==> config.mk <==
export PLATFORM = sky130hd
export DESIGN_NAME = gii_device
export DESIGN_NICKNAME = d
export VERILOG_FILES = /design/src/hdl/gii_device.v
export VERILOG_INCLUDE_DIRS = /design/src /design/src/hdl
export SDC_FILE = /design/constraint.sdc
export NUM_CORES = 1
export LEC_CHECK = 0
export ABC_AREA = 1
export BUFFER_PORTS_ARGS = -buffer_cell sky130_fd_sc_hd__buf_2
export CORE_MARGIN = 2
export CORE_UTILIZATION = 30
export DETAILED_ROUTE_END_ITERATION = 6
export GPL_TIMING_DRIVEN = 1
export HOLD_SLACK_MARGIN = 0.08
export PLACE_DENSITY_LB_ADDON = 0.15
export RECOVER_POWER = 100
export REMOVE_ABC_BUFFERS = 1
export SYNTH_ARGS = -nofsm -noshare
export SYNTH_HDL_FRONTEND = slang
export SYNTH_SLANG_ARGS = --single-unit
==> constraint.sdc <==
create_clock -name clock -period 5.95 [get_ports clock]
set_input_delay 0 -clock clock [delete_from_list [all_inputs] [get_ports clock]]
set_output_delay 0 -clock clock [all_outputs]
set_load 0.01 [all_outputs]
==> src/hdl/gii_consts.vh <==
// Constants for the instrument-side IEEE-488 interface function set
`ifndef GII_CONSTS_VH
`define GII_CONSTS_VH

// ==========================================================================
// Timing
`define GII_CLK_NS 10
`define GII_T1_NS 2000
`define GII_T1_CYC 8'hC8
`define GII_CNT_W 8

// ==========================================================================
// Primary address
`define GII_ADDR_MAX 5'h1E
`define GII_ADDR_DEF 5'h1A

// ==========================================================================
// Address and command bytes, 7-bit, parity bit ignored
`define GII_LAG_BASE 7'h20
`define GII_TAG_BASE 7'h40
`define GII_UNL 7'h3F
`define GII_UNT 7'h5F
`define GII_GTL 7'h01
`define GII_SDC 7'h04
`define GII_GET 7'h08
`define GII_LLO 7'h11
`define GII_DCL 7'h14
`define GII_SPE 7'h18
`define GII_SPD 7'h19

// ==========================================================================
// Device-dependent execute character, upper and lower case
`define GII_EXEC_UC 8'h58
`define GII_EXEC_LC 8'h78

// ==========================================================================
// Acceptor handshake states
`define GII_AIDS 2'h0
`define GII_ANRS 2'h1
`define GII_ACDS 2'h2
`define GII_AWNS 2'h3

// Source handshake states
`define GII_SIDS 2'h0
`define GII_SGNS 2'h1
`define GII_SDYS 2'h2
`define GII_STRS 2'h3

// Remote/local states: bit 0 remote, bit 1 lockout
`define GII_LOCS 2'h0
`define GII_REMS 2'h1
`define GII_LWLS 2'h2
`define GII_RWLS 2'h3

`endif

==> src/hdl/gii_device.v <==
// Instrument-side IEEE-488 interface: handshakes, addressing, poll, remote/local
`timescale 1ns/1ns
`default_nettype none
`include "gii_consts.vh"

// What this block does
// - As talker, send every byte with the full three-wire source handshake.
// - As acceptor, drive the full handshake on not-ready and not-accepted lines.
// - Drive data lines only while addressed to talk, never otherwise.
// - Basic talker with serial poll; own listen address ends talk state.
// - Accept device data bytes only while addressed to listen.
// - Basic listener; own talk address ends listen state.
// - Assert service request and report its cause in the poll status byte.
// - Full remote/local state machine driven by remote enable and messages.
// - No parallel poll; never drive a poll response on data lines.
// - Device clear reinitializes the device-dependent state.
// - Group trigger while listening starts a triggered reading.
// - No controller role: never assert attention, interface clear, remote enable.
// - Decode primary addresses only; ignore secondary address bytes.
// - Ignore addressed commands until own listen address has been received.
// - Primary address accepts 0 to 30; other values are rejected.
// - Primary address defaults to 26 when no stored address applies.
// - Working address kept apart from saved address; saved loads at power-up.
// - Clear on universal DCL and on SDC while listening; controller picks scope.
// - Device command with remote enable false flags error and is not acted on.
// - Trigger during a running triggered reading is dropped with overrun error.
module gii_device #(
  parameter [`GII_CNT_W-1:0] SETTLE_CYC = `GII_T1_CYC
) (
  input wire clock,
  input wire rst,
  // Bus lines in message-true polarity: 1 means asserted
  input wire atnIn,
  input wire renIn,
  input wire ifcIn,
  input wire eoiIn,
  input wire davIn,
  input wire nrfdIn,
  input wire ndacIn,
  input wire [7:0] dioIn,
  output wire [7:0] dioOut,
  output wire dioOe,
  output wire eoiOut,
  output wire eoiOe,
  output wire davOut,
  output wire davOe,
  output wire nrfdOut,
  output wire nrfdOe,
  output wire ndacOut,
  output wire ndacOe,
  output wire srqOut,
  output wire srqOe,
  // Address store
  input wire [4:0] nvAddrIn,
  input wire [4:0] addrIn,
  input wire addrWrite,
  input wire addrSave,
  output wire [4:0] workAddr,
  output wire [4:0] nvAddrOut,
  output wire nvWrite,
  output wire addrReject,
  // Talker data
  input wire [7:0] txData,
  input wire txEnd,
  input wire txValid,
  output wire txReady,
  // Listener data and events
  output wire [7:0] rxData,
  output wire rxEnd,
  output wire rxValid,
  output wire execStrobe,
  output wire noRemoteErr,
  output wire clearStrobe,
  input wire readingBusy,
  output wire trigStrobe,
  output wire trigOverrun,
  // Service request
  input wire svcReq,
  input wire [5:0] svcCause,
  output wire polledStrobe,
  // Front panel and status
  input wire localKey,
  output wire remote,
  output wire lockout,
  output wire listenAct,
  output wire talkAct
);

  // ========================================================================
  // Registers
  reg [1:0] ahState_ff;
  reg [1:0] shState_ff;
  reg [1:0] rlState_ff;
  reg [`GII_CNT_W-1:0] settleCnt_ff;
  reg [7:0] cap_ff;
  reg capAtn_ff;
  reg capEoi_ff;
  reg listen_ff;
  reg talk_ff;
  reg spMode_ff;
  reg spByte_ff;
  reg srqPend_ff;
  reg [5:0] cause_ff;
  reg [4:0] workAddr_ff;
  reg [4:0] savedAddr_ff;
  reg loadPend_ff;
  reg nvWrite_ff;
  reg addrReject_ff;
  reg [7:0] dioOut_ff;
  reg dioOe_ff;
  reg eoiOut_ff;
  reg davOut_ff;
  reg nrfdOut_ff;
  reg ndacOut_ff;
  reg srqOut_ff;
  reg txReady_ff;
  reg [7:0] rxData_ff;
  reg rxEnd_ff;
  reg rxValid_ff;
  reg execStrobe_ff;
  reg noRemoteErr_ff;
  reg clearStrobe_ff;
  reg trigStrobe_ff;
  reg trigOverrun_ff;
  reg polledStrobe_ff;

  // Open-collector lines other than data: enable equals asserted, so one flop feeds both; data lines have their own enable flop
  assign dioOut = dioOut_ff;
  assign dioOe = dioOe_ff;
  assign eoiOut = eoiOut_ff;
  assign eoiOe = eoiOut_ff;
  assign davOut = davOut_ff;
  assign davOe = davOut_ff;
  assign nrfdOut = nrfdOut_ff;
  assign nrfdOe = nrfdOut_ff;
  assign ndacOut = ndacOut_ff;
  assign ndacOe = ndacOut_ff;
  assign srqOut = srqOut_ff;
  assign srqOe = srqOut_ff;
  assign workAddr = workAddr_ff;
  assign nvAddrOut = savedAddr_ff;
  assign nvWrite = nvWrite_ff;
  assign addrReject = addrReject_ff;
  assign txReady = txReady_ff;
  assign rxData = rxData_ff;
  assign rxEnd = rxEnd_ff;
  assign rxValid = rxValid_ff;
  assign execStrobe = execStrobe_ff;
  assign noRemoteErr = noRemoteErr_ff;
  assign clearStrobe = clearStrobe_ff;
  assign trigStrobe = trigStrobe_ff;
  assign trigOverrun = trigOverrun_ff;
  assign polledStrobe = polledStrobe_ff;
  assign remote = rlState_ff[0];
  assign lockout = rlState_ff[1];
  assign listenAct = listen_ff;
  assign talkAct = talk_ff;

  function addrOk;
    input [4:0] a;
    begin
      addrOk = (a <= `GII_ADDR_MAX);
    end
  endfunction

  // ========================================================================
  // Decode of the byte held in the accept state
  wire [6:0] cmd = cap_ff[6:0];
  wire byteNow = (ahState_ff == `GII_ACDS);
  wire cmdNow = byteNow & capAtn_ff;
  wire isMla = cmdNow & (cmd == (`GII_LAG_BASE | {2'h0, workAddr_ff}));
  wire isMta = cmdNow & (cmd == (`GII_TAG_BASE | {2'h0, workAddr_ff}));
  // Secondary bytes (60h-7Fh) fall through every compare below
  wire isOta = cmdNow & (cmd[6:5] == 2'h2) & ~isMta & (cmd != `GII_UNT);
  wire addrCmd = cmdNow & listen_ff;
  wire isGtl = addrCmd & (cmd == `GII_GTL);
  wire isSdc = addrCmd & (cmd == `GII_SDC);
  wire isGet = addrCmd & (cmd == `GII_GET);
  wire isLlo = cmdNow & (cmd == `GII_LLO);
  wire isDcl = cmdNow & (cmd == `GII_DCL);
  wire dataNow = byteNow & ~capAtn_ff & listen_ff;
  wire shActive = talk_ff & ~atnIn & ~ifcIn;
  wire polledDone = (shState_ff == `GII_STRS) & ~ndacIn & spByte_ff;

  // ========================================================================
  // Acceptor handshake
  // Engaged under attention for commands, or as listener for data
  wire ahEngaged = (atnIn | (listen_ff & ~talk_ff)) & ~ifcIn;

  always @(posedge clock or posedge rst) begin
    if (rst) begin
      ahState_ff <= `GII_AIDS;
      cap_ff <= 8'h00;
      capAtn_ff <= 1'b0;
      capEoi_ff <= 1'b0;
      nrfdOut_ff <= 1'b0;
      ndacOut_ff <= 1'b0;
    end else if (!ahEngaged) begin
      ahState_ff <= `GII_AIDS;
      nrfdOut_ff <= 1'b0;
      ndacOut_ff <= 1'b0;
    end else begin
      case (ahState_ff)
        `GII_AIDS: begin
          ahState_ff <= `GII_ANRS;
          nrfdOut_ff <= 1'b0;
          ndacOut_ff <= 1'b1;
        end
        `GII_ANRS: begin
          if (davIn) begin
            ahState_ff <= `GII_ACDS;
            cap_ff <= dioIn;
            capAtn_ff <= atnIn;
            capEoi_ff <= eoiIn;
            nrfdOut_ff <= 1'b1;
          end
        end
        `GII_ACDS: begin
          ahState_ff <= `GII_AWNS;
          ndacOut_ff <= 1'b0;
        end
        `GII_AWNS: begin
          if (!davIn) begin
            ahState_ff <= `GII_ANRS;
            ndacOut_ff <= 1'b1;
            nrfdOut_ff <= 1'b0;
          end
        end
        default: begin
          ahState_ff <= `GII_AIDS;
        end
      endcase
    end
  end

  // ========================================================================
  // Source handshake; data lines are driven from here and nowhere else
  always @(posedge clock or posedge rst) begin
    if (rst) begin
      shState_ff <= `GII_SIDS;
      settleCnt_ff <= {`GII_CNT_W{1'b0}};
      dioOut_ff <= 8'h00;
      dioOe_ff <= 1'b0;
      eoiOut_ff <= 1'b0;
      davOut_ff <= 1'b0;
      spByte_ff <= 1'b0;
      txReady_ff <= 1'b0;
      polledStrobe_ff <= 1'b0;
    end else begin
      txReady_ff <= 1'b0;
      polledStrobe_ff <= 1'b0;
      if (!shActive) begin
        // Attention or loss of talk state releases every line at once
        shState_ff <= `GII_SIDS;
        dioOe_ff <= 1'b0;
        eoiOut_ff <= 1'b0;
        davOut_ff <= 1'b0;
      end else begin
        case (shState_ff)
          `GII_SIDS: begin
            shState_ff <= `GII_SGNS;
          end
          `GII_SGNS: begin
            if (spMode_ff) begin
              dioOut_ff <= {1'b0, srqPend_ff, cause_ff};
              eoiOut_ff <= 1'b0;
              spByte_ff <= 1'b1;
              dioOe_ff <= 1'b1;
              settleCnt_ff <= SETTLE_CYC;
              shState_ff <= `GII_SDYS;
            end else if (txValid) begin
              dioOut_ff <= txData;
              eoiOut_ff <= txEnd;
              spByte_ff <= 1'b0;
              txReady_ff <= 1'b1;
              dioOe_ff <= 1'b1;
              settleCnt_ff <= SETTLE_CYC;
              shState_ff <= `GII_SDYS;
            end
          end
          `GII_SDYS: begin
            // Data must settle before the valid strobe, and a listener be ready
            if (settleCnt_ff != {`GII_CNT_W{1'b0}}) begin
              settleCnt_ff <= settleCnt_ff - 1'b1;
            end else if (!nrfdIn) begin
              davOut_ff <= 1'b1;
              shState_ff <= `GII_STRS;
            end
          end
          `GII_STRS: begin
            if (!ndacIn) begin
              davOut_ff <= 1'b0;
              dioOe_ff <= 1'b0;
              eoiOut_ff <= 1'b0;
              polledStrobe_ff <= spByte_ff;
              shState_ff <= `GII_SGNS;
            end
          end
          default: begin
            shState_ff <= `GII_SIDS;
          end
        endcase
      end
    end
  end

  // ========================================================================
  // Addressing, commands, remote/local and device events
  always @(posedge clock or posedge rst) begin
    if (rst) begin
      listen_ff <= 1'b0;
      talk_ff <= 1'b0;
      spMode_ff <= 1'b0;
      rlState_ff <= `GII_LOCS;
      rxData_ff <= 8'h00;
      rxEnd_ff <= 1'b0;
      rxValid_ff <= 1'b0;
      execStrobe_ff <= 1'b0;
      noRemoteErr_ff <= 1'b0;
      clearStrobe_ff <= 1'b0;
      trigStrobe_ff <= 1'b0;
      trigOverrun_ff <= 1'b0;
    end else begin
      rxValid_ff <= 1'b0;
      execStrobe_ff <= 1'b0;
      noRemoteErr_ff <= 1'b0;
      clearStrobe_ff <= isDcl | isSdc;
      trigStrobe_ff <= isGet & ~readingBusy;
      trigOverrun_ff <= isGet & readingBusy;
      if (ifcIn) begin
        listen_ff <= 1'b0;
        talk_ff <= 1'b0;
        spMode_ff <= 1'b0;
      end else begin
        if (isMla) begin
          listen_ff <= 1'b1;
          talk_ff <= 1'b0;
        end else if (isMta) begin
          talk_ff <= 1'b1;
          listen_ff <= 1'b0;
        end else if (cmdNow & (cmd == `GII_UNL)) begin
          listen_ff <= 1'b0;
        end else if (cmdNow & (cmd == `GII_UNT)) begin
          talk_ff <= 1'b0;
        end else if (isOta) begin
          talk_ff <= 1'b0;
        end
        if (cmdNow & (cmd == `GII_SPE)) begin
          spMode_ff <= 1'b1;
        end else if (cmdNow & (cmd == `GII_SPD)) begin
          spMode_ff <= 1'b0;
        end
      end
      if (dataNow) begin
        if (renIn) begin
          rxData_ff <= cap_ff;
          rxEnd_ff <= capEoi_ff;
          rxValid_ff <= 1'b1;
          execStrobe_ff <= (cap_ff == `GII_EXEC_UC) | (cap_ff == `GII_EXEC_LC);
        end else begin
          noRemoteErr_ff <= 1'b1;
        end
      end
      // Remote enable false overrides every other transition
      if (!renIn) begin
        rlState_ff <= `GII_LOCS;
      end else begin
        case (rlState_ff)
          `GII_LOCS: begin
            if (isLlo) begin
              rlState_ff <= `GII_LWLS;
            end else if (isMla) begin
              rlState_ff <= `GII_REMS;
            end
          end
          `GII_REMS: begin
            if (isLlo) begin
              rlState_ff <= `GII_RWLS;
            end else if (isGtl | localKey) begin
              rlState_ff <= `GII_LOCS;
            end
          end
          `GII_LWLS: begin
            if (isMla) begin
              rlState_ff <= `GII_RWLS;
            end
          end
          `GII_RWLS: begin
            if (isGtl) begin
              rlState_ff <= `GII_LWLS;
            end
          end
          default: begin
            rlState_ff <= `GII_LOCS;
          end
        endcase
      end
    end
  end

  // ========================================================================
  // Service request; a new request in the poll cycle wins over the clear
  always @(posedge clock or posedge rst) begin
    if (rst) begin
      srqPend_ff <= 1'b0;
      cause_ff <= 6'h00;
      srqOut_ff <= 1'b0;
    end else begin
      if (svcReq) begin
        srqPend_ff <= 1'b1;
        cause_ff <= svcCause;
        srqOut_ff <= 1'b1;
      end else if (polledDone) begin
        srqPend_ff <= 1'b0;
        srqOut_ff <= 1'b0;
      end
    end
  end

  // ========================================================================
  // Primary address: the saved value is caught once, the cycle after reset
  always @(posedge clock or posedge rst) begin
    if (rst) begin
      workAddr_ff <= `GII_ADDR_DEF;
      savedAddr_ff <= `GII_ADDR_DEF;
      loadPend_ff <= 1'b1;
      nvWrite_ff <= 1'b0;
      addrReject_ff <= 1'b0;
    end else begin
      nvWrite_ff <= 1'b0;
      addrReject_ff <= 1'b0;
      if (loadPend_ff) begin
        loadPend_ff <= 1'b0;
        if (addrOk(nvAddrIn)) begin
          workAddr_ff <= nvAddrIn;
          savedAddr_ff <= nvAddrIn;
        end
      end else if (addrWrite) begin
        if (addrOk(addrIn)) begin
          workAddr_ff <= addrIn;
        end else begin
          addrReject_ff <= 1'b1;
        end
      end else if (addrSave) begin
        savedAddr_ff <= workAddr_ff;
        nvWrite_ff <= 1'b1;
      end
    end
  end

endmodule // gii_device

`default_nettype wire

==> results.py, run 1 <==
metrics = {
    "finish": {
        "multiInputGateArea_sq_um": 1550,
        "area_delta_synth_final_pct": 35.1,
        "fill_cells": 1276,
        "diodes": 0,
        "layout-drive-gt1-share_pct": 13.8,
        "seq_area_sq_um": 1960,
        "fin_nets": 676,
        "final_util_pct": 41.5,
    },
    "global_route": {
        "antenna_found_initial": 0,
        "grt_pass1_vias": 3452,
        "grt.total_usage_pct": 15.0,
        "gr-total-overflow": 0,
        "grt_pass1_wl_um": 16600,
        "grt_max_degree": 79,
    },
    "clocking": {
        "cts_root_buffer": "clkbuf_16",
        "post_cts_buffers": 0,
        "cts_sinks": 78,
        "clk_pin_slew_ps": 60,
        "clock_latency_ps": 340,
        "cts_tree": "built",
        "clockBufferDepth": 2,
        "cts_inserted_buffers": 9,
        "cts.htree.levels": 3,
    },
    "detailed_routing": {
        "drc_errors": 0,
        "vias": 3490,
        "drt_iter0_drc": 214,
        "wl_per_cell_um": 12.4,
        "viasPerCell": 4.40,
        "postRouteWirelength_um": 9830,
        "dr.pass1.iters": 5,
        "drt.antenna.violating_nets": 0,
    },
    "synth": {
        "syn_area_sq_um": 3860,
        "ys_warn_count": 0,
        "yosys_register_bits": 78,
        "async_flop_share_pct": 100,
        "synth-xor-area-share_pct": 1.36,
        "ys_seq_area_share_pct": 50.8,
        "synth_top_family_by_area": "simple AND/OR/NAND/NOR gates",
        "synth-compound-area-share_pct": 8.81,
        "synth_edf_count": 0,
        "avgSynthCellArea_sq_um": 8.32,
        "ys.flop_type": "dfrtp_1",
        "synth.area.mux_share_pct": 2.01,
        "synthAdderAreaFrac_pct": 3.24,
        "netlist_instances": 464,
        "synth_cell_types": 36,
        "yosys.area_share.simple_pct": 25.9,
    },
    "sta": {
        "maxSlewViolCount": 0,
        "fin_crit_ps": 2230,
        "tns_ps": 0,
        "timing.fmax_ghz": 0.449,
        "hold_viol": 0,
        "worstMarginPinSlew_ps": 1000,
        "setup_viol": 0,
        "finClkSkew_ps": 7.51,
        "relSlewSlack_pct": 33.0,
        "grt_setup_unrepaired": "no",
        "final.period_utilization_pct": 37.4,
    },
    "placement": {
        "dp_hpwl_um": 6790,
        "numPortBuffers": 99,
        "place_congestion": 0.886,
    },
    "setup_path": {
        "crit_required_ps": 6120,
        "crit_type": "flip-flop to flip-flop",
        "crit_chain": "inv_1 -> nor3_1 -> nand2_2 -> nor2_1 -> a31oi_1",
        "crit_fanout": 14,
        "cp_slowest_cell": "nor2_1",
        "worstSetupStartpointType": "flip-flop",
        "cp.arrival_ps": 2390,
        "endpoint_kind": "flip-flop",
        "slowest_delay_ps": 700,
    },
    "pwr": {
        "p_per_area_nw_per_um2": 245,
        "power_leakage_uw": 0.00256,
        "vdd_drop_max_uv": 135,
    },
    "run_status": {
        "status": "completed",
    },
    "die": {
        "start_util_pct": 30.7,
        "rows": 41,
        "fp.dieW_um": 117,
        "coreArea_sq_um": 12600,
        "die_h_um": 117,
        "die-area_sq_um": 13800,
        "io_pins": 100,
    },
    "worst_hold_path": {
        "hp-class": "input port to flip-flop",
    },
    "run": {
        "maxCapViolCount": 0,
    },
}
routing by layer:
| metal | wire (um) | vias up | GRT usage, % |
|---|---|---|---|
| met3 | 365 | 24 | 3.20 |
| met4 | 301 | 0 | 8.06 |
| met1 | 4500 | 1611 | 19.3 |
| li1 | - | 1778 | - |
| met2 | 4660 | 77 | 23.6 |
| met5 | 0 | - | 0 |
cell usage after synthesis (3+ instances only):
library cell	instances	area share [%]
buf_4	6	1.2
a21oi_1	7	0.91
nor3_1	4	0.52
ha_1	10	3.2
nand3_1	31	4.0
o21ai_1	7	0.91
xor2_1	5	1.1
nand2_1	129	13
inv_2	6	0.58
dfstp_2	7	4.8
dfrtp_1	71	46
a21oi_2	7	1.6
nor2_4	3	0.87
mux2_2	6	1.7
nor2_1	54	5.2
clkbuf_1	4	0.39
inv_1	50	4.9
nand4_1	3	0.49
a31oi_1	12	1.9
o21ai_0	21	2.7
final cells by class:
type                       instances  area share (%)
sequential                        78            37.6
multi-input combinational        316            29.7
timing repair buffer             157            19.4
clock buffer                      14            5.06
tap                              172            4.13
inverter                          56            4.05
clock inverter                     1          0.0959
worst paths after layout:
check / startpoint / endpoint / slack, ps / depth (start not counted)
worst max-delay path: talkAct / dioOut[6] / 3720 / 5
worst min-delay path: nrfdIn / davOe / 150 / 7
worst max register to register: talkAct / dioOut[6] / 3720 / 5
worst min register to register: dioOe / dioOe / 480 / 2
max in group asynchronous: rst / listenAct / 4790 / 4
min in group asynchronous: rst / trigOverrun / 530 / 4
what timing repair did:
action | in CTS | in global routing
gates resized for setup | 0 | 0
hold buffers | 57 | 0
hold endpoints to repair | 124 | 0
registers in the layout, indices dropped and copies added (netlist names), 2 cells and up:
| signal | cells |
|---|---|
| rlState_ff | 2 |
| settleCnt_ff | 8 |
| rxData | 8 |
| workAddr | 5 |
| shState_ff | 2 |
| cap_ff | 8 |
| dioOut | 8 |
| nvAddrOut | 5 |
| cause_ff | 6 |
| ahState_ff | 2 |
cells in the final DEF, fill, tap and decap left out, types with 9 or more instances in the layout:
master and count:
clkbuf_16 9, nand3_1 31, ha_1 10, dlygate4sd3_1 57, dfrtp_1 71, clkbuf_1 53
a31oi_1 12, inv_1 51, nand2_1 130, nor2_1 58, o21ai_0 25, buf_2 49
cells by family (layout without fill, tap and decap cells):
logic type	after synthesis	count (layout)
AOI/OAI and AO/OA	58	58
xor gates and xnor gates	6	6
adders and majority gates	10	10
buffers and inverters	70	228
DFF	78	78
muxes	7	7
other	1	1
and+or+nand+nor	234	234
critical path: cells and delay by family, from the launching register on:
| family | cells | cell delay, ps |
|---|---|---|
| AOI/OAI and AO/OA | 1 | 180 |
| buffers and inverters | 1 | 80 |
| DFF | 1 | 410 |
| and+or+nand+nor | 3 | 1380 |
metrics by stage:
stage	hold WS [ps]	cells	setup slack, ps	total power, uW	instance area, sq um
2_1_floorplan	63.1	450	3970	697	3770
3_3_place_gp	195	722	4320	761	4490
3_5_place_dp	201	722	4310	762	4490
4_1_cts	145	794	4130	1310	5330
5_1_grt	216	794	3430	1350	5220
6_report	151	794	3720	1280	5220
power by group:
| part | total [uW] | internal, uW | switching, uW | leakage, uW |
|---|---|---|---|---|
| Combinational | 171 | 78.6 | 92.9 | 0.00147 |
| Clock | 505 | 303 | 202 | 0.000133 |
| Sequential | 601 | 569 | 32.0 | 0.000960 |
| Total | 1280 | 950 | 327 | 0.00256 |
No activity file was read; power rests on OpenSTA's default activity.
==> run 2: changes to the inputs <==
- ABC_AREA: 1 -> 0
- clock period: 5.95 -> 2.3 ns (I/O delays scaled with it)
==> run 2 against run 1 <==
Against the previous run: register-to-register slack lost 3500 ps; first-iteration DRC count shrank 21%; setup slack lost 3500 ps; critical endpoint is now settleCnt_ff[6]; largest cell class unchanged; largest power group unchanged.
==> results.py, run 2 <==
metrics = {
    "global_route": {
        "grt_max_degree": 33,
        "gr-total-overflow": 0,
        "antenna_found_initial": 0,
        "grt_pass1_wl_um": 15200,
        "grt_pass1_vias": 3072,
        "grt.total_usage_pct": 14.6,
    },
    "sta": {
        "timing.fmax_ghz": 0.486,
        "finClkSkew_ps": 8.66,
        "worstMarginPinSlew_ps": 1440,
        "tns_ps": 0,
        "maxSlewViolCount": 0,
        "final.period_utilization_pct": 89.4,
        "fin_crit_ps": 2060,
        "hold_viol": 0,
        "grt_setup_unrepaired": "no",
        "relSlewSlack_pct": 3.30,
        "setup_viol": 0,
    },
    "detailed_routing": {
        "viasPerCell": 4.52,
        "vias": 3045,
        "postRouteWirelength_um": 9110,
        "wl_per_cell_um": 13.5,
        "drt.antenna.violating_nets": 0,
        "dr.pass1.iters": 4,
        "drc_errors": 0,
        "drt_iter0_drc": 170,
    },
    "finish": {
        "final_common_cell": "dfrtp_1",
        "final_cell_mix": "71 x dfrtp_1, 54 x clkbuf_1, 54 x dlygate4sd3_1",
        "area_delta_synth_final_pct": 37.5,
        "fin_area_sq_um": 5170,
        "fin_nets": 558,
        "final_util_pct": 42.7,
        "diodes": 0,
        "layout-drive-gt1-share_pct": 22.8,
    },
    "setup_path": {
        "crit_chain": "inv_1 -> ha_1 -> or3b_1 -> or3_1 -> o31ai_1 -> or3b_1",
        "cp_slowest_cell": "dfrtp_1",
        "path_buf_inv": 1,
        "crit_fanout": 4,
        "timing.rr.end": "settleCnt_ff[6]",
        "reg2reg_depth": 6,
        "cp.arrival_ps": 2270,
        "cp.depth": 6,
        "endpoint_kind": "flip-flop",
        "crit_top_cell": "or3b_1",
        "slowest_delay_ps": 380,
        "r2r_start": "settleCnt_ff[0]",
        "path_delay_family": "simple AND/OR/NAND/NOR gates",
        "r2r_slack_ps": 240,
        "worstSetupStartpointType": "flip-flop",
        "crit_type": "flip-flop to flip-flop",
        "crit_required_ps": 2520,
    },
    "clocking": {
        "cts_sinks": 78,
        "clk_pin_slew_ps": 60,
        "clockBufferDepth": 2,
        "cts_tree": "built",
        "cts_root_buffer": "clkbuf_16",
        "clock_latency_ps": 340,
        "cts_inserted_buffers": 9,
        "cts_resized": 0,
        "cts.htree.levels": 3,
    },
    "placement": {
        "dp_hpwl_um": 6450,
        "numPortBuffers": 99,
        "dpl_cell_area_sq_um": 4440,
        "place_congestion": 0.766,
    },
    "run": {
        "maxCapViolCount": 0,
    },
    "worst_hold_path": {
        "whs_endpoint": "workAddr[3]",
        "worstHoldStart": "addrIn[3]",
        "hold_path_depth": 4,
        "hp-class": "input port to flip-flop",
    },
    "die": {
        "die-area_sq_um": 13500,
        "start_util_pct": 31.1,
        "fp.dieW_um": 116,
        "die_h_um": 116,
        "io_pins": 100,
        "coreArea_sq_um": 12100,
        "rows": 40,
    },
    "synth": {
        "synth_cell_types": 50,
        "synth.area.top_cells": "dfrtp_1 47%, mux2_2 11%, dfstp_2 4.9%",
        "synth.most_common_cell": "dfrtp_1",
        "ys_warn_count": 0,
        "syn_area_sq_um": 3760,
        "async_flop_share_pct": 100,
        "synth_edf_count": 0,
        "yosysTopAreaCell": "dfrtp_1",
        "synth_commonest_cells": "71 x dfrtp_1, 36 x mux2_2, 28 x nand2_1, 26 x o21ai_0, 25 x inv_1",
        "avgSynthCellArea_sq_um": 10.9,
        "netlist_instances": 345,
        "ys.flop_type": "dfrtp_1",
        "yosysTopAreaCellShare_pct": 47.2,
        "ys_seq_area_share_pct": 52.1,
        "yosys_register_bits": 78,
    },
    "run_status": {
        "status": "completed",
    },
    "pwr": {
        "comb_power_share_pct": 12.3,
        "vdd_drop_max_uv": 293,
        "power_leakage_uw": 0.00232,
        "power.internal_uw": 2440,
        "seqPwrFrac_pct": 47.6,
        "switchingPower_uw": 888,
        "clock_power_share_pct": 40.1,
        "swShare_pct": 26.7,
        "p_per_area_nw_per_um2": 643,
    },
}
[run 2: cell count changes after synthesis, moves of 7 or more]
cell / before / now
nand2_1: 129 / 28
nor2_1: 54 / 20
mux2_2: 6 / 36
inv_1: 50 / 25
nand3_1: 31 / 6
mux2i_1: 1 / 10
a31oi_1: 12 / 4
a21oi_2: 7 / 0
[run 2: power by group through the flow]
stage | Sequential, uW | Combinational (uW) | Clock (uW)
after floorplan | 1590 | 204 | 0
after global placement | 1610 | 344 | 0
after detailed placement | 1610 | 347 | 0
after CTS | 1590 | 425 | 1380
after global routing | 1600 | 461 | 1440
final | 1580 | 411 | 1330
[run 2: cell type report]
| class | count | area, sq um |
|---|---|---|
| Inverter | 25 | 95.1 |
| Clock buffer | 10 | 229 |
| Sequential cell | 78 | 1960 |
| Clock inverter | 6 | 45.0 |
| Timing Repair Buffer | 159 | 1000 |
| Fill cell | 1228 | 6940 |
| Tap cell | 168 | 210 |
| Multi-Input combinational cell | 227 | 1630 |
[run 2: worst max-delay path by stage]
stage | from | to | slack [ps]
after floorplan | rst | addrReject | 320
after global placement | settleCnt_ff[0] | settleCnt_ff[6] | 310
after detailed placement | settleCnt_ff[0] | settleCnt_ff[6] | 260
after CTS | settleCnt_ff[0] | settleCnt_ff[6] | 240
after global routing | spMode_ff | dioOut[3] | 90
final | settleCnt_ff[0] | settleCnt_ff[6] | 240
[run 2: timing repair]
item,in CTS,in global routing
hold buffers,54,0
setup endpoints to repair,0,0
hold endpoints to repair,79,0
buffers inserted,0,0
[run 2: logic make-up after synthesis]
family | after synthesis | share of synthesized area, %
and+or+nand+nor | 104 | 15.1
DFF | 78 | 52.1
AOI/OAI and AO/OA | 61 | 10.3
muxes | 46 | 13.4
buffers and inverters | 40 | 4.55
adders and majority gates | 10 | 3.32
xor gates and xnor gates | 5 | 1.16
other | 1 | 0.0996
[run 2: worst min-delay path, cell delays in order]
cell and delay (ps):
buf_2 90, inv_1 30, o21ai_0 150, mux2_2 150
[run 2: metrics by stage]
step	setup WS (ps)	cells	hold WS, ps	power (uW)
global placement	313	603	81.6	1950
floorplan	317	330	65.6	1800
detailed placement	256	603	78.7	1960
global route	87.9	673	126	3500
CTS	244	673	86.4	3400
finish	244	673	104	3330
[run 2: per-layer routing]
metal / vias up / GRT usage [%] / part of all wire [%]
met5: - / 0 / 0
met4: 0 / 4.05 / 0.63
met3: 4 / 5.18 / 5.2
met2: 76 / 23.9 / 47
met1: 1433 / 18.4 / 47
li1: 1532 / - / -
==> run 3: changes to the inputs <==
--- a/config.mk
+++ b/config.mk
@@ -15,5 +15,4 @@
 export HOLD_SLACK_MARGIN = 0.08
 export PLACE_DENSITY_LB_ADDON = 0.15
-export RECOVER_POWER = 100
 export REMOVE_ABC_BUFFERS = 1
 export SYNTH_ARGS = -nofsm -noshare
==> constraint.sdc (replaced) <==
create_clock -name clock -period 2.3 [get_ports clock]
set_input_delay 0.115 -clock clock [delete_from_list [all_inputs] [get_ports clock]]
set_output_delay 0.115 -clock clock [all_outputs]
set_load 0.01 [all_outputs]
==> run 3 against run 2 <==
Against the previous run: die area is the same; register-to-register slack barely moved; via count fell by 1.4%; flip-flop and latch count unchanged; critical path type unchanged; highest routed layer unchanged.
==> results.py, run 3 (synthesis results as in run 2) <==
metrics = {
    "run_status": {
        "status": "completed",
    },
    "sta": {
        "setup_viol": 0,
        "relSlewSlack_pct": 36.5,
        "setup_slack_ps": 246,
        "worstMarginPinSlew_ps": 948,
        "maxSlewViolCount": 0,
        "finClkSkew_ps": 9.80,
        "timing.fmax_ghz": 0.487,
        "fin_crit_ps": 2050,
        "hold_viol": 0,
        "final.period_utilization_pct": 89.3,
        "tns_ps": 0,
        "grt_setup_unrepaired": "no",
    },
    "setup_path": {
        "slowest_delay_ps": 380,
        "crit_chain": "inv_1 -> ha_1 -> or3b_1 -> or3_1 -> o31ai_1 -> or3b_1",
        "path_buf_inv": 1,
        "crit_top_cell": "or3b_1",
        "worstSetupStartpointType": "flip-flop",
        "cp.depth": 6,
        "path_delay_family": "simple AND/OR/NAND/NOR gates",
        "r2r_slack_ps": 250,
        "cp-startpoint": "settleCnt_ff[0]",
        "cp_slowest_cell": "dfrtp_1",
        "cp.arrival_ps": 2270,
        "crit_required_ps": 2520,
        "reg2reg_depth": 6,
        "crit_type": "flip-flop to flip-flop",
        "r2r_start": "settleCnt_ff[0]",
        "endpoint_kind": "flip-flop",
        "crit_fanout": 4,
    },
    "pwr": {
        "switchingPower_uw": 906,
        "power_leakage_uw": 0.00249,
        "clock_power_share_pct": 44.5,
        "swShare_pct": 25.4,
        "comb_power_share_pct": 10.9,
        "vdd_drop_max_uv": 536,
        "power.internal_uw": 2650,
        "p_per_area_nw_per_um2": 696,
        "seqPwrFrac_pct": 44.6,
    },
    "worst_hold_path": {
        "hold_path_depth": 2,
        "worstHoldStart": "svcReq",
        "hp-class": "input port to flip-flop",
    },
    "clocking": {
        "clk_pin_slew_ps": 60,
        "cts.htree.levels": 3,
        "cts_tree": "built",
        "post_cts_buffers": 0,
        "cts_inserted_buffers": 9,
        "cts_root_buffer": "clkbuf_16",
        "clock_latency_ps": 350,
        "cts_sinks": 78,
        "clockBufferDepth": 2,
    },
    "placement": {
        "place_ws_ps": 245,
        "place_congestion": 0.771,
        "dp_hpwl_um": 6600,
        "numPortBuffers": 99,
    },
    "die": {
        "coreArea_sq_um": 12100,
        "rows": 40,
        "die-area_sq_um": 13500,
        "die_h_um": 116,
        "start_util_pct": 31.1,
        "fp.dieW_um": 116,
        "io_pins": 100,
    },
    "global_route": {
        "gr-total-overflow": 0,
        "antenna_found_initial": 0,
        "grt_pass1_vias": 3025,
        "grt_max_degree": 34,
        "grt_pass1_wl_um": 14900,
        "grt.total_usage_pct": 14.3,
    },
    "detailed_routing": {
        "postRouteWirelength_um": 9170,
        "vias": 3001,
        "dr.pass1.iters": 4,
        "drt_iter0_drc": 89,
        "viasPerCell": 4.59,
        "wl_per_cell_um": 14.0,
        "drt.antenna.violating_nets": 0,
        "drc_errors": 0,
    },
    "finish": {
        "layout-drive-gt1-share_pct": 35.8,
        "final_util_pct": 42.3,
        "final_common_cell": "buf_2",
        "area_delta_synth_final_pct": 35.9,
        "fin_nets": 539,
        "fill_cells": 1214,
        "diodes": 0,
        "final_cell_mix": "99 x buf_2, 71 x dfrtp_1, 36 x mux2_2",
    },
    "run": {
        "maxCapViolCount": 0,
    },
}
[run 3: changes by cell type in the layout (fill, tap and decap cells not counted), sizes merged]
cell	previous run	this run
clkbuf	66	9
buf	49	105
dlygate4sd3	54	35
bufinv	0	2
clkinv	4	2
inv	26	28
clkinvlp	1	0
[run 3: final timing paths]
kind                                    to
max                        settleCnt_ff[6]
min                                  srqOe
max reg2reg                settleCnt_ff[6]
min reg2reg                     execStrobe
max in group asynchronous      workAddr[4]
min in group asynchronous    shState_ff[0]
[run 3: layout make-up]
type / instances / area [sq um] / area share, %
clock inverter: 7 / 103 / 2.00
timing repair buffer: 140 / 891 / 17.4
tap: 168 / 210 / 4.11
inverter: 25 / 95.1 / 1.86
multi-input combinational: 227 / 1630 / 31.9
sequential: 78 / 1960 / 38.3
clock buffer: 9 / 225 / 4.40
[run 3: power groups by stage]
stage          clock (uW)  sequential (uW)  combinational [uW]
2_1_floorplan           0             1590                 204
3_3_place_gp            0             1610                 344
3_5_place_dp            0             1610                 349
4_1_cts              1640             1590                 395
5_1_grt              1700             1600                 435
6_report             1580             1590                 389
[run 3: routing by layer]
metal / track usage (%) / share of wire (%) / up-vias
met5: 0 / 0 / -
met4: 3.33 / 0.96 / 0
met2: 23.9 / 48 / 75
met1: 17.6 / 45 / 1430
met3: 5.70 / 5.3 / 7
li1: - / - / 1489
[run 3: timing repair]
action	in CTS	in global routing
hold buffers	35	0
hold endpoints to repair	67	0
gates resized for setup	0	0
[run 3: per-stage QoR]
step                      total power [uW]  std cells  cell area (sq um)  hold slack (ps)
final                                 3560        654               5120             96.7
after floorplan                       1800        330               3690              181
after global placement                1960        603               4440              197
after global routing                  3730        654               5120              105
after CTS                             3620        654               5120             83.0
after detailed placement              1960        603               4440              199
